<file path="config.mk">
export PLATFORM = sky130hd
export DESIGN_NAME = trx_state_ctrl
export DESIGN_NICKNAME = d
export VERILOG_FILES = /design/src/inc/trx_pkg.sv /design/src/hw/irq_mux.sv /design/src/hw/settle_timer.sv /design/src/hw/trx_state_ctrl.sv
export SDC_FILE = /design/constraint.sdc
export NUM_CORES = 1
export LEC_CHECK = 0
export BUFFER_PORTS_ARGS = -buffer_cell sky130_fd_sc_hd__buf_2
export CAP_MARGIN = 20
export CORE_AREA = 8 8 170 92
export CTS_CLUSTER_DIAMETER = 60
export DETAILED_ROUTE_END_ITERATION = 6
export DIE_AREA = 0 0 178 100
export PLACE_DENSITY = 0.6
export SLEW_MARGIN = 20
export SYNTH_ARGS = -nofsm -noshare
export SYNTH_HDL_FRONTEND = slang
export SYNTH_SLANG_ARGS = --single-unit
</file>
<file path="constraint.sdc">
create_clock -name clk_sys -period 3.5 [get_ports clk_sys]
set_input_delay 0.35 -clock clk_sys [delete_from_list [all_inputs] [get_ports clk_sys]]
set_output_delay 0.35 -clock clk_sys [all_outputs]
set_load 0.02 [all_outputs]
</file>
<file path="src/inc/trx_pkg.sv">
// shared constants and types for the transceiver state controller
package trx_pkg;
	// clock and settling times
	localparam int CLK_MHZ = 100;
	localparam int SYNTH_US = 350;
	localparam int SHORT_US = 20;
	localparam int XTAL_US = 2480;
	localparam int CAL_US = 100;
	localparam int SYNTH_CYC = SYNTH_US * CLK_MHZ;
	localparam int SHORT_CYC = SHORT_US * CLK_MHZ;
	localparam int XTAL_CYC = XTAL_US * CLK_MHZ;
	localparam int CAL_CYC = CAL_US * CLK_MHZ;
	localparam int CNT_W = 20;

	// reported four-bit state codes
	localparam logic [3:0] CODE_IDLE = 4'h0;
	localparam logic [3:0] CODE_SLEEP = 4'h1;
	localparam logic [3:0] CODE_STBY = 4'h2;
	localparam logic [3:0] CODE_RFS = 4'h3;
	localparam logic [3:0] CODE_TFS = 4'h4;
	localparam logic [3:0] CODE_RX = 4'h5;
	localparam logic [3:0] CODE_TX = 4'h6;

	// state command register byte values
	localparam logic [7:0] CMDB_SOFT_RST = 8'hff;
	localparam logic [7:0] CMDB_SLEEP = 8'h10;
	localparam logic [7:0] CMDB_STBY = 8'h02;
	localparam logic [7:0] CMDB_RFS = 8'h04;
	localparam logic [7:0] CMDB_RX = 8'h08;
	localparam logic [7:0] CMDB_TFS = 8'h20;
	localparam logic [7:0] CMDB_TX = 8'h40;
	localparam logic [7:0] CMDB_SWITCH = 8'h80;

	// interrupt source selection
	localparam int IRQ_SRCS = 26;
	localparam int SEL_W = 5;
	localparam int SRC_PACKET_FINISHED_FLAG = 25;
	localparam logic [IRQ_SRCS-1:0] LATCH_MASK = 26'h20007f8;

	typedef enum logic [2:0] {
		ST_IDLE, ST_SLEEP, ST_STBY, ST_RFS, ST_TFS, ST_RX, ST_TX
	} op_e;

	typedef enum logic [3:0] {
		CMD_NONE, CMD_RESET, CMD_SLEEP, CMD_STBY, CMD_RFS,
		CMD_TFS, CMD_RX, CMD_TX, CMD_SWITCH
	} cmd_e;
endpackage

</file>
<file path="src/hw/irq_mux.sv">
// interrupt flag latches and the two selectable interrupt lines
`timescale 1ns/1ns
`default_nettype none
module irq_mux
	import trx_pkg::*;
#(
	parameter int N = IRQ_SRCS, // number of sources
	parameter logic [IRQ_SRCS-1:0] LATCH = LATCH_MASK // sources held until cleared
) (
	input wire logic clk_sys, // system clock
	input wire logic sys_rst, // async reset, active high
	input wire logic clk_en, // freezes all state while low
	input wire logic [N-1:0] src_level, // self-clearing sources
	input wire logic [N-1:0] src_set, // event pulses for latched sources
	input wire logic [N-1:0] flag_clear, // host clear, one bit per source
	input wire logic [SEL_W-1:0] sel_one, // source for line one
	input wire logic [SEL_W-1:0] sel_two, // source for line two
	input wire logic invert, // lines active low when set
	output logic irq_one_r, // interrupt line one
	output logic irq_two_r, // interrupt line two
	output logic [N-1:0] latched_r // held flags
);
	logic [N-1:0] merged;

	function automatic logic pick(input logic [N-1:0] v, input logic [SEL_W-1:0] s);
		return (int'(s) < N) ? v[s] : 1'b0;
	endfunction

	// latched events, a set in the clearing cycle wins
	always_ff @(posedge clk_sys or posedge sys_rst) begin
		if (sys_rst) begin
			latched_r <= '0;
		end else if (clk_en) begin
			latched_r <= ((latched_r & ~flag_clear) | src_set) & LATCH;
		end
	end

	assign merged = (src_level & ~LATCH) | latched_r;

	// same map for both lines, polarity applied last
	always_ff @(posedge clk_sys or posedge sys_rst) begin
		if (sys_rst) begin
			irq_one_r <= 1'b0;
			irq_two_r <= 1'b0;
		end else if (clk_en) begin
			irq_one_r <= pick(merged, sel_one) ^ invert;
			irq_two_r <= pick(merged, sel_two) ^ invert;
		end
	end
endmodule // irq_mux
`default_nettype wire

</file>
<file path="src/hw/settle_timer.sv">
// down-counter that times one state transition
`timescale 1ns/1ns
`default_nettype none
module settle_timer
	import trx_pkg::*;
#(
	parameter int W = CNT_W // counter width
) (
	input wire logic clk_sys, // system clock
	input wire logic sys_rst, // async reset, active high
	input wire logic clk_en, // freezes the count while low
	input wire logic start, // load a new count
	input wire logic [W-1:0] count, // cycles until done
	output logic [W-1:0] left_r, // cycles still to run
	output logic done // high in the last counted cycle
);
	// load or count down to zero
	always_ff @(posedge clk_sys or posedge sys_rst) begin
		if (sys_rst) begin
			left_r <= '0;
		end else if (clk_en) begin
			if (start) begin
				left_r <= count;
			end else if (left_r != '0) begin
				left_r <= left_r - W'(1);
			end
		end
	end

	assign done = (left_r == W'(1));
endmodule // settle_timer
`default_nettype wire

</file>
<file path="src/hw/trx_state_ctrl.sv">
// transceiver operating-state controller with interrupt routing
`timescale 1ns/1ns
`default_nettype none
module trx_state_ctrl
	import trx_pkg::*;
#(
	parameter int SYNTH_CYCLES = SYNTH_CYC, // synth calibration and settling
	parameter int XTAL_CYCLES = XTAL_CYC, // crystal start and settling
	parameter int CAL_CYCLES = CAL_CYC // module calibration after crystal
) (
	input wire logic clk_sys, // system clock, 100 MHz
	input wire logic sys_rst, // async reset, active high
	input wire logic clk_en, // freezes all state while low
	input wire logic cmd_valid, // command register written this cycle
	input wire logic [7:0] state_command_register, // command byte
	input wire logic wake_enable, // wake-up function on
	input wire logic system_clock_output_enable, // clock output to pin requested
	input wire logic [4:0] irq_line_one_source_select, // line one source
	input wire logic [4:0] irq_line_two_source_select, // line two source
	input wire logic irq_polarity_invert, // lines active low
	input wire logic [25:0] irq_flag_clear, // clears latched flags
	input wire logic signal_strength_valid, // level
	input wire logic preamble_found, // event pulse
	input wire logic sync_word_found, // event pulse
	input wire logic node_id_found, // event pulse
	input wire logic crc_correct, // event pulse
	input wire logic packet_received_flag, // event pulse
	input wire logic sleep_counter_expired, // event pulse
	input wire logic receive_counter_expired, // event pulse
	input wire logic transmit_done, // event pulse
	input wire logic rcv_queue_not_empty, // level
	input wire logic rcv_queue_over_threshold, // level
	input wire logic rcv_queue_full, // level
	input wire logic rcv_queue_byte_pulse, // one pulse per byte
	input wire logic rcv_queue_overflow, // level
	input wire logic xmt_queue_not_empty, // level
	input wire logic xmt_queue_over_threshold, // level
	input wire logic xmt_queue_full, // level
	input wire logic low_battery_flag, // level
	input wire logic manchester_error, // packet ended by code error
	input wire logic node_id_error, // packet ended by address error
	input wire logic collision_detected, // packet ended by collision
	output logic [3:0] state_code_r, // current state code
	output logic transition_busy_r, // a timed transition runs
	output logic fifo_access_allow_r, // fifo may be accessed
	output logic reg_write_allow_r, // registers may be changed
	output logic low_freq_oscillator_run_r, // slow oscillator on
	output logic sleep_counter_run_r, // sleep counter on
	output logic xtal_run_r, // crystal on
	output logic digital_ldo_run_r, // digital regulator on
	output logic system_clock_output_en_r, // clock driven to pin
	output logic decoder_reset_r, // one-cycle decoder reset
	output logic decoder_wait_r, // decoder halted for host
	output logic irq_line_one, // interrupt line one
	output logic irq_line_two // interrupt line two
);
	localparam int POWERUP_CYCLES = XTAL_CYCLES + CAL_CYCLES;

	op_e cur_r;
	op_e tgt_r;
	op_e req_tgt;
	cmd_e cmd_k;
	logic busy_r;
	logic boot_r;
	logic is_reset;
	logic accept;
	logic [CNT_W-1:0] req_cost;
	logic tmr_start;
	logic [CNT_W-1:0] tmr_count;
	logic [CNT_W-1:0] tmr_left;
	logic tmr_done;
	logic rx_active;
	logic tx_active;
	logic packet_finished_flag_evt;
	logic [IRQ_SRCS-1:0] src_level;
	logic [IRQ_SRCS-1:0] src_set;
	logic [IRQ_SRCS-1:0] latched;

	function automatic cmd_e decode_cmd(input logic [7:0] b);
		unique case (b)
			CMDB_SOFT_RST: return CMD_RESET;
			CMDB_SLEEP: return CMD_SLEEP;
			CMDB_STBY: return CMD_STBY;
			CMDB_RFS: return CMD_RFS;
			CMDB_TFS: return CMD_TFS;
			CMDB_RX: return CMD_RX;
			CMDB_TX: return CMD_TX;
			CMDB_SWITCH: return CMD_SWITCH;
			default: return CMD_NONE;
		endcase
	endfunction

	function automatic op_e cmd_target(input cmd_e k, input op_e s);
		unique case (k)
			CMD_SLEEP: return ST_SLEEP;
			CMD_STBY: return ST_STBY;
			CMD_RFS: return ST_RFS;
			CMD_TFS: return ST_TFS;
			CMD_RX: return ST_RX;
			CMD_TX: return ST_TX;
			CMD_SWITCH: return (s == ST_RX) ? ST_TX : ST_RX;
			default: return ST_IDLE;
		endcase
	endfunction

	// which moves the state machine will take
	function automatic logic cmd_legal(input cmd_e k, input op_e s, input op_e t);
		logic ok;
		logic rt_pair;
		ok = (s != ST_IDLE) && (t != s) && (k != CMD_NONE) && (k != CMD_RESET);
		rt_pair = (s == ST_RX && t == ST_TX) || (s == ST_TX && t == ST_RX);
		if (s == ST_RFS && t == ST_TX) begin
			ok = 1'b0;
		end
		if (s == ST_TFS && t == ST_RX) begin
			ok = 1'b0;
		end
		if (k == CMD_SWITCH && !rt_pair) begin
			ok = 1'b0;
		end
		if (k != CMD_SWITCH && rt_pair) begin
			ok = 1'b0;
		end
		return ok;
	endfunction

	// settling cycles for a move, zero when it completes at once
	function automatic logic [CNT_W-1:0] settle_cost(input op_e s, input op_e t);
		int c;
		c = 0;
		if (t == ST_STBY && s == ST_SLEEP) begin
			c = XTAL_CYCLES;
		end
		if (t inside {ST_RFS, ST_TFS, ST_RX, ST_TX}) begin
			if (s == ST_STBY) begin
				c = SYNTH_CYCLES;
			end
			if (s == ST_SLEEP) begin
				c = XTAL_CYCLES + SYNTH_CYCLES;
			end
			if ((s == ST_RFS && t == ST_RX) || (s == ST_TFS && t == ST_TX)) begin
				c = SHORT_CYC;
			end
			if ((s == ST_RX && t == ST_TX) || (s == ST_TX && t == ST_RX)) begin
				c = SYNTH_CYCLES;
			end
		end
		return CNT_W'(c);
	endfunction

	function automatic logic [3:0] state_code(input op_e s);
		unique case (s)
			ST_IDLE: return CODE_IDLE;
			ST_SLEEP: return CODE_SLEEP;
			ST_STBY: return CODE_STBY;
			ST_RFS: return CODE_RFS;
			ST_TFS: return CODE_TFS;
			ST_RX: return CODE_RX;
			ST_TX: return CODE_TX;
			default: return CODE_IDLE;
		endcase
	endfunction

	// command decode; a reset is taken even mid-transition
	assign cmd_k = decode_cmd(state_command_register);
	assign is_reset = cmd_valid && (cmd_k == CMD_RESET);
	assign req_tgt = cmd_target(cmd_k, cur_r);
	assign accept = cmd_valid && !busy_r && cmd_legal(cmd_k, cur_r, req_tgt);
	assign req_cost = settle_cost(cur_r, req_tgt);
	assign tmr_start = boot_r || is_reset || (accept && req_cost != '0);
	assign tmr_count = (boot_r || is_reset) ? CNT_W'(POWERUP_CYCLES) : req_cost;

	settle_timer #(
		.W(CNT_W)
	) u_timer (
		.clk_sys(clk_sys),
		.sys_rst(sys_rst),
		.clk_en(clk_en),
		.start(tmr_start),
		.count(tmr_count),
		.left_r(tmr_left),
		.done(tmr_done)
	);

	// operating state; the old state stands until the move completes
	always_ff @(posedge clk_sys or posedge sys_rst) begin
		if (sys_rst) begin
			cur_r <= ST_IDLE;
			tgt_r <= ST_SLEEP;
			busy_r <= 1'b1;
			boot_r <= 1'b1;
		end else if (clk_en) begin
			boot_r <= 1'b0;
			if (is_reset) begin
				cur_r <= ST_IDLE;
				tgt_r <= ST_SLEEP;
				busy_r <= 1'b1;
			end else if (busy_r && tmr_done) begin
				cur_r <= tgt_r;
				busy_r <= 1'b0;
			end else if (accept && req_cost == '0) begin
				cur_r <= req_tgt;
			end else if (accept) begin
				tgt_r <= req_tgt;
				busy_r <= 1'b1;
			end
		end
	end

	// block enables that follow the state
	always_ff @(posedge clk_sys or posedge sys_rst) begin
		if (sys_rst) begin
			state_code_r <= CODE_IDLE;
			transition_busy_r <= 1'b0;
			fifo_access_allow_r <= 1'b0;
			reg_write_allow_r <= 1'b0;
			low_freq_oscillator_run_r <= 1'b0;
			sleep_counter_run_r <= 1'b0;
			xtal_run_r <= 1'b0;
			digital_ldo_run_r <= 1'b0;
			system_clock_output_en_r <= 1'b0;
		end else if (clk_en) begin
			state_code_r <= state_code(cur_r);
			transition_busy_r <= busy_r;
			fifo_access_allow_r <= !(cur_r inside {ST_IDLE, ST_SLEEP});
			reg_write_allow_r <= !(cur_r inside {ST_IDLE, ST_SLEEP});
			low_freq_oscillator_run_r <= (cur_r == ST_SLEEP) && wake_enable;
			sleep_counter_run_r <= (cur_r == ST_SLEEP) && wake_enable;
			xtal_run_r <= !(cur_r == ST_SLEEP && !busy_r);
			digital_ldo_run_r <= !(cur_r inside {ST_IDLE, ST_SLEEP});
			system_clock_output_en_r <= system_clock_output_enable
				&& !(cur_r inside {ST_IDLE, ST_SLEEP});
		end
	end

	// packet end handling in the decoder
	assign packet_finished_flag_evt = packet_received_flag || manchester_error
		|| node_id_error || collision_detected;

	always_ff @(posedge clk_sys or posedge sys_rst) begin
		if (sys_rst) begin
			decoder_reset_r <= 1'b0;
			decoder_wait_r <= 1'b0;
		end else if (clk_en) begin
			decoder_reset_r <= manchester_error || node_id_error;
			if (collision_detected) begin
				decoder_wait_r <= 1'b1;
			end else if (irq_flag_clear[SRC_PACKET_FINISHED_FLAG]) begin
				decoder_wait_r <= 1'b0;
			end
		end
	end

	// tuning toward a radio state counts as active
	assign rx_active = busy_r ? (tgt_r inside {ST_RFS, ST_RX}) : (cur_r == ST_RX);
	assign tx_active = busy_r ? (tgt_r inside {ST_TFS, ST_TX}) : (cur_r == ST_TX);

	// sources placed at their select codes, highest first
	assign src_level = {1'b0, rx_active || tx_active, low_battery_flag,
		cur_r == ST_TX, cur_r == ST_RX, cur_r inside {ST_RFS, ST_TFS},
		cur_r == ST_STBY, xmt_queue_full, xmt_queue_over_threshold,
		xmt_queue_not_empty, rcv_queue_overflow, rcv_queue_byte_pulse,
		rcv_queue_full, rcv_queue_over_threshold, rcv_queue_not_empty,
		8'h00, signal_strength_valid, tx_active, rx_active};
	assign src_set = {packet_finished_flag_evt, 14'h0000, transmit_done,
		receive_counter_expired, sleep_counter_expired, packet_received_flag,
		crc_correct, node_id_found, sync_word_found, preamble_found,
		3'h0};

	irq_mux #(
		.N(IRQ_SRCS),
		.LATCH(LATCH_MASK)
	) u_irq (
		.clk_sys(clk_sys),
		.sys_rst(sys_rst),
		.clk_en(clk_en),
		.src_level(src_level),
		.src_set(src_set),
		.flag_clear(irq_flag_clear),
		.sel_one(irq_line_one_source_select),
		.sel_two(irq_line_two_source_select),
		.invert(irq_polarity_invert),
		.irq_one_r(irq_line_one),
		.irq_two_r(irq_line_two),
		.latched_r(latched)
	);
endmodule // trx_state_ctrl
`default_nettype wire

</file>
# Word level (Yosys, flattened, before mapping)

Index checks and enable logic that the tools add are counted.

Bits in registers: 50
Input port bits: 72
Logic and storage cells: 158
Output and inout port bits: 16

Reduce and logical (&&, ||, !) cells: 55
Multiplexer cells: 38
$add $sub $neg: 1
Bitwise logic cells: 6
Eq/ne operators: 38
Magnitude comparators: 4

Operators by type and width:

| operator                | count |
|---|---|
| $mux W20                | 7 |
| $reduce_bool A20 Y1     | 2 |
| $mux W18                | 2 |
| $pmux W4 S8             | 1 |
| $eq A3 B3 Y1 const B    | 9 |
| $and A26 B26 Y26        | 1 |
| $not A26 Y26            | 1 |
| $or A25 B26 Y26         | 1 |
| $or A26 B26 Y26         | 1 |
| $logic_and A1 B1 Y1     | 21 |
| $mux W3                 | 7 |
| $pmux W3 S7             | 1 |
| $eq A20 B1 Y1 const B   | 1 |
| $logic_not A20 Y1       | 1 |
| $sub A20 B1 Y20 const B | 1 |
| $pmux W3 S6             | 1 |
| $eq A4 B3 Y1 const B    | 4 |
| $eq A8 B8 Y1 const B    | 2 |
| $mux W1                 | 16 |
| $eq A3 B2 Y1 const B    | 5 |
| $reduce_bool A2 Y1      | 7 |
| $lt A5 B6 Y1 const B    | 2 |
| $bmux W1 S5             | 2 |
| $lt A5 B5 Y1 const B    | 2 |
| 25 further kinds        | 44 |

# Longest topological paths before layout

Word-level depth: 17
Gate-level depth with buffers: 12
Mapped depth without buffers: 9

# Hierarchy

Synthesis repeated with hierarchy kept, for this count alone.

Cell total of the unflattened synthesis: 504
Area total of the unflattened synthesis: 4,330.4 um2

Modules (own cells, without submodules):

| module         | seq. area each (um2) | cells an instance | times used | area an instance (um2) |
|---|---|---|---|---|
| trx_state_ctrl | 454.2                | 219               | 1          | 1,627.8 |
| settle_timer   | 500.5                | 179               | 1          | 1,551.5 |
| irq_mux        | 275.3                | 106               | 1          | 1,151.1 |

# Worst setup path after synthesis

OpenSTA, ideal clock, no wires.

Path kind: input to register
Start: input port state_command_register[2]
End: register tgt_r[2]
Slack: 0.360 ns
Stages: 11
Buffers on the path: 2
Setup time: 0.128 ns
Data required time: 3.372 ns
Data arrival time: 3.012 ns
Cells stage by stage: buf_2 > or4_4 > buf_6 > or3_1 > o31a_1 > o21ai_4 > xor2_2 > o311ai_4 > nor2_8 > o21ai_1 > mux2_1

Longest elaborated chain between the ends: 16
Elaborated cells between the ends (all ways): 65
Those cells by class: eq/ne (26); mux (16); reduce/logical (23)

Ends and longest elaborated chain:

| element                                                  | RTL line                                     | RTL |
|---|---|---|
| start, declared                                          | trx_state_ctrl.sv:15                         | `input wire logic [7:0] state_command_register,` |
| $eq A8 B8 Y1, or another cell as far along               | trx_state_ctrl.sv:80                         | `unique case (b)` |
| $pmux W4 S8 (*)                                          | trx_state_ctrl.sv:80                         |  |
| $eq A4 B4 Y1, or another cell as far along               | trx_state_ctrl.sv:94, trx_state_ctrl.sv:118  |  |
| $pmux W3 S7                                              | trx_state_ctrl.sv:94                         | `unique case (k)` |
| $eq A3 B2 Y1 or $ne A3 B3 Y1 (tied branches)             | trx_state_ctrl.sv:131, trx_state_ctrl.sv:110 |  |
| $logic_and A1 B1 Y1, on equally long branches            | trx_state_ctrl.sv:131, trx_state_ctrl.sv:110 |  |
| $mux W18 or $logic_and A1 B1 Y1 (tied branches)          | trx_state_ctrl.sv:131, trx_state_ctrl.sv:110 |  |
| $mux W18 or $logic_and A1 B1 Y1 (tied branches)          | trx_state_ctrl.sv:135, trx_state_ctrl.sv:110 |  |
| $mux W20 or $mux W1 (tied branches)                      | trx_state_ctrl.sv:138, trx_state_ctrl.sv:112 |  |
| $mux W20 or $mux W1 (tied branches)                      | trx_state_ctrl.sv:141, trx_state_ctrl.sv:115 |  |
| $mux W20 or $mux W1 (tied branches)                      | trx_state_ctrl.sv:144, trx_state_ctrl.sv:118 |  |
| $mux W20 or $mux W1 (tied branches)                      | trx_state_ctrl.sv:134, trx_state_ctrl.sv:121 |  |
| $logic_not A20 Y1 or $logic_and A1 B1 Y1 (tied branches) | trx_state_ctrl.sv:201, trx_state_ctrl.sv:168 |  |
| $logic_and A1 B1 Y1                                      | trx_state_ctrl.sv:201                        | `end else if (accept && req_cost == '0) begin` |
| $ne A2 B2 Y1 (no source line)                            | -                                            |  |
| $reduce_and A4 Y1 (no source line)                       | -                                            |  |
| end signal, assigned                                     | trx_state_ctrl.sv:204                        | `tgt_r <= req_tgt;` |
| end, declared                                            | trx_state_ctrl.sv:60                         | `op_e tgt_r;` |

Mark *: on every way between the ends. The rest lies on a longest branch, timed or not. The select of a mux whose other input is x is not followed.
A chain may end at the register's enable or synchronous reset.

# Worst setup path in the final report

Start: register cur_r[1]
End: register cur_r[0]

Longest elaborated chain between the ends: 15
Elaborated cells between the ends (all ways): 49
Those cells by class: eq/ne (12); mux (15); reduce/logical (22)

Ends and longest elaborated chain:

| element                                                  | RTL line                                                            | RTL |
|---|---|---|
| start, declared                                          | trx_state_ctrl.sv:59                                                | `op_e cur_r;` |
| start signal, assigned                                   | trx_state_ctrl.sv:199                                               | `cur_r <= tgt_r;` |
| start signal, assigned                                   | trx_state_ctrl.sv:202                                               | `cur_r <= req_tgt;` |
| $eq A3 B3 Y1                                             | trx_state_ctrl.sv:101, trx_state_ctrl.sv:111, trx_state_ctrl.sv:144 |  |
| $mux W2                                                  | trx_state_ctrl.sv:101                                               | `CMD_SWITCH: return (s == ST_RX) ? ST_TX : ST_RX;` |
| $pmux W3 S7                                              | trx_state_ctrl.sv:94                                                |  |
| $eq A3 B2 Y1 or $ne A3 B3 Y1 (tied branches)             | trx_state_ctrl.sv:131, trx_state_ctrl.sv:110                        |  |
| $logic_and A1 B1 Y1, on equally long branches            | trx_state_ctrl.sv:131, trx_state_ctrl.sv:110                        |  |
| $mux W18 or $logic_and A1 B1 Y1 (tied branches)          | trx_state_ctrl.sv:131, trx_state_ctrl.sv:110                        |  |
| $mux W18 or $logic_and A1 B1 Y1 (tied branches)          | trx_state_ctrl.sv:135, trx_state_ctrl.sv:110                        |  |
| $mux W20 or $mux W1 (tied branches)                      | trx_state_ctrl.sv:138, trx_state_ctrl.sv:112                        |  |
| $mux W20 or $mux W1 (tied branches)                      | trx_state_ctrl.sv:141, trx_state_ctrl.sv:115                        |  |
| $mux W20 or $mux W1 (tied branches)                      | trx_state_ctrl.sv:144, trx_state_ctrl.sv:118                        |  |
| $mux W20 or $mux W1 (tied branches)                      | trx_state_ctrl.sv:134, trx_state_ctrl.sv:121                        |  |
| $logic_not A20 Y1 or $logic_and A1 B1 Y1 (tied branches) | trx_state_ctrl.sv:201, trx_state_ctrl.sv:168                        |  |
| $logic_and A1 B1 Y1                                      | trx_state_ctrl.sv:201                                               |  |
| $reduce_bool A3 Y1 (no source line)                      | -                                                                   |  |
| $reduce_and A2 Y1 (no source line)                       | -                                                                   |  |

Parallel ways exist; a longest one is shown, timed or not. The select of a mux whose other input is x is not followed.

==> impl_results.md <==
- Port Buffers: 69
- Crit-path max FO: 5
- RSZ-0062 raised after global routing: false
- FF-to-FF setup slack: 250 ps
- Final antenna-violating net count: 0
- Final setup fails: 0
- Post-Syn Area: 0.00388 mm^2
- Power Total: 1700 uW
- First-pass GRT wire length: 20.1 mm
- Clock Pin Slew Worst Setup and Hold Paths: 70 ps
- Max Cap Viol: 0
- Final GP Congestion: 0.876
- Avg Inst Size Synth: 8.74 um^2
- M1 GR Usage: 0.217
- Met3 usage: 0.0367
- Worst VDD drop: 0.191 mV
- Crit. End Element: flop
- Setup Buffers After CTS: 0
- Area growth syn-to-layout: 17.4%
- Main synth FF type: dfrtp_1
- Fin area: 0.00456 mm^2
- Post-synth cell types: 78
- Synth area leaders: dfrtp_1, mux4_2, nor2_1
- Via-per-instance ratio: 5.63
- RR Startpoint: cur_r[1]$_DFFE_PP0P_
- Non-Filler Instances: 679
- CTS tree: yes
- Post-CTS sizing: 0
- Initial core utilization: 0.294
- Final hold vios: 0
- Setup TNS: 0 ps
- Clock buffer depth: 2
- Crit Path Category: flop to flop
- Wirelength per Cell: 18.3 um
- CTS Buf Count: 5
- Core area: 0.0132 mm^2
- Clk_skew: 3.95 ps
- Max Fclk: 308 MHz
- Routed wire length: 12.4 mm
- Fraction of layout cells with a size suffix above 1: 0.256
- Post-layout min period: 3250 ps
- Cells after DPL: 671
- H-tree levels: 2
- Area of placed instances: 0.00441 mm^2
- Reg2Reg Depth: 9
- Antenna cell count: 0
- Crit path DAT: 3430 ps
- Die ar.: 0.0178 mm^2
- Overflow after GRT: 0
- Max-slew headroom: 0.411
- Pwr/cell area: 373 mW/mm^2
- Initial antenna violation count: 0
- Synthesized flop and latch total: 49
- DRT iter0 DRCs: 378
- Async S/R FF share, synth: 1.00
- Gate Count Post-Synth: 444
- Slew Viols, Final: 0
- Met2 usage: 0.185
- Die width: 178 um
- Yosys top cell by area: dfrtp_1
- GRT busiest layer: met1
- Final period util: 0.928
- Kind of start point of the critical path: flop
- GRT Resource Usage Total: 0.140
- DIE HEIGHT: 100 um
- NumNets Final: 576
- Worst EP required: 3680 ps
- Register area share after synthesis: 0.317
- Hold Path Class: primary input to async pin
- Site row count: 30
- Number of global-route vias before repair: 3685
- Leak Pwr: 0.00190 uW
- Top cells by count, synth: dfrtp_1, nor2_1, nand2_1
- Yosys Warn Count: 0
- DP HPWL: 9.60 mm
- DRC violations left: 0
- Clk sinks: 49
- Most common cell in the netlist: dfrtp_1
- Status: completed
- Top cell type's share of synthesized area: 0.297
- Syn_nets: 518
- Latest clock arrival within the worst-skew pair: 290 ps
- Largest net degree at the start of global routing: 62
- Hold_ws: 200 ps
- Worst slew pin tran: 884 ps
- First-pass DRT Iterations: 5
- I/O pin total: 88
- CTS Hold Bufs: 0
- R2r endpoint: cur_r[0]$_DFFE_PP0P_
- Via count: 3821
- Post-synth EDFFs: 0
- Root Driver: clkbuf_16
==> metal layers <==
metal / share of wire / wire (um) / vias up
li1: - / - / 1780
met2: 0.37 / 4610 / 184
met1: 0.51 / 6380 / 1848
met4: 0.0070 / 87 / 0
met3: 0.11 / 1320 / 9
met5: 0 / 0 / -
==> kinds of logic after synthesis <==
group	after synthesis	synth area share
DFF	49	0.317
other	1	0.000967
adders and majority gates	2	0.00645
muxes	28	0.107
and+or+nand+nor	173	0.233
AOI/OAI and AO/OA	130	0.246
buffers and inverters	48	0.0587
xor gates and xnor gates	13	0.0313
==> sequential cells by signal, summed over array words and instances, names as in the netlist, 3 cells and up <==
register         count
u_timer.left_r      20
u_irq.latched_r      9
cur_r                3
state_code_r         3
tgt_r                3
==> how the worst max path moves through the flow <==
stage,from,to,slack (ps),cells past startpoint
final,cur_r[1]$_DFFE_PP0P_,cur_r[0]$_DFFE_PP0P_,250,9
after global routing,cur_r[1]$_DFFE_PP0P_,cur_r[0]$_DFFE_PP0P_,120,9
after CTS,cur_r[1]$_DFFE_PP0P_,cur_r[0]$_DFFE_PP0P_,290,9
after detailed placement,state_command_register[1],tgt_r[2]$_DFFE_PP0P_,110,10
after global placement,state_command_register[1],u_timer.left_r[15]$_DFFE_PP0P_,160,10
after floorplan,state_command_register[2],tgt_r[2]$_DFFE_PP0P_,360,11
==> power by group <==
part | leakage (uW) | switching (uW) | internal, uW | total [uW]
clock | 0.0000712 | 226 | 267 | 493
combinational | 0.00125 | 257 | 208 | 465
sequential | 0.000585 | 89.9 | 650 | 740
total | 0.00190 | 573 | 1130 | 1700
==> critical path: stages (launching register included) <==
cell and delay (ps):
dfrtp_1 370, nand3b_1 210, o2111ai_1 440, and2_1 220
nor3b_1 70, o32a_1 420, nor2_1 600, nand2_1 180
a21oi_2 260, mux2_1 360
==> through the flow <==
step	setup slack, ps	util
final	251	0.346
after global routing	118	0.346
after CTS	285	0.346
after detailed placement	111	0.335
after global placement	160	0.335
after floorplan	360	-
==> placed cells by master (no fill, tap or decap), types with 4 or more instances in the layout <==
cell	instances
o2bb2ai_1	7
nor2_1	45
o21ai_1	9
mux4_2	10
a21o_1	4
mux2_1	4
nor4_1	9
xor2_1	9
buf_2	69
dfrtp_1	46
nor3_1	17
a211o_1	4
o22ai_1	9
nor3b_1	6
nand2b_1	5
nand4_1	4
mux2i_1	10
mux2_2	4
or3_1	6
buf_4	13
o21ai_0	22
nand3_1	11
a22o_1	12
o31ai_1	5
nand3b_1	4
o211ai_1	4
nand2_1	40
clkbuf_16	5
a21oi_1	18
inv_1	13
==> final cells by class <==
cell class | instances | area (um^2)
Sequential cell | 49 | 1230
Clock inverter | 2 | 13.8
Inverter | 15 | 57.6
Multi-Input combinational cell | 347 | 2420
Fill cell | 1362 | 8620
Timing Repair Buffer | 84 | 483
Tap cell | 176 | 220
Clock buffer | 6 | 129
Power figures use the tool's default switching activity.
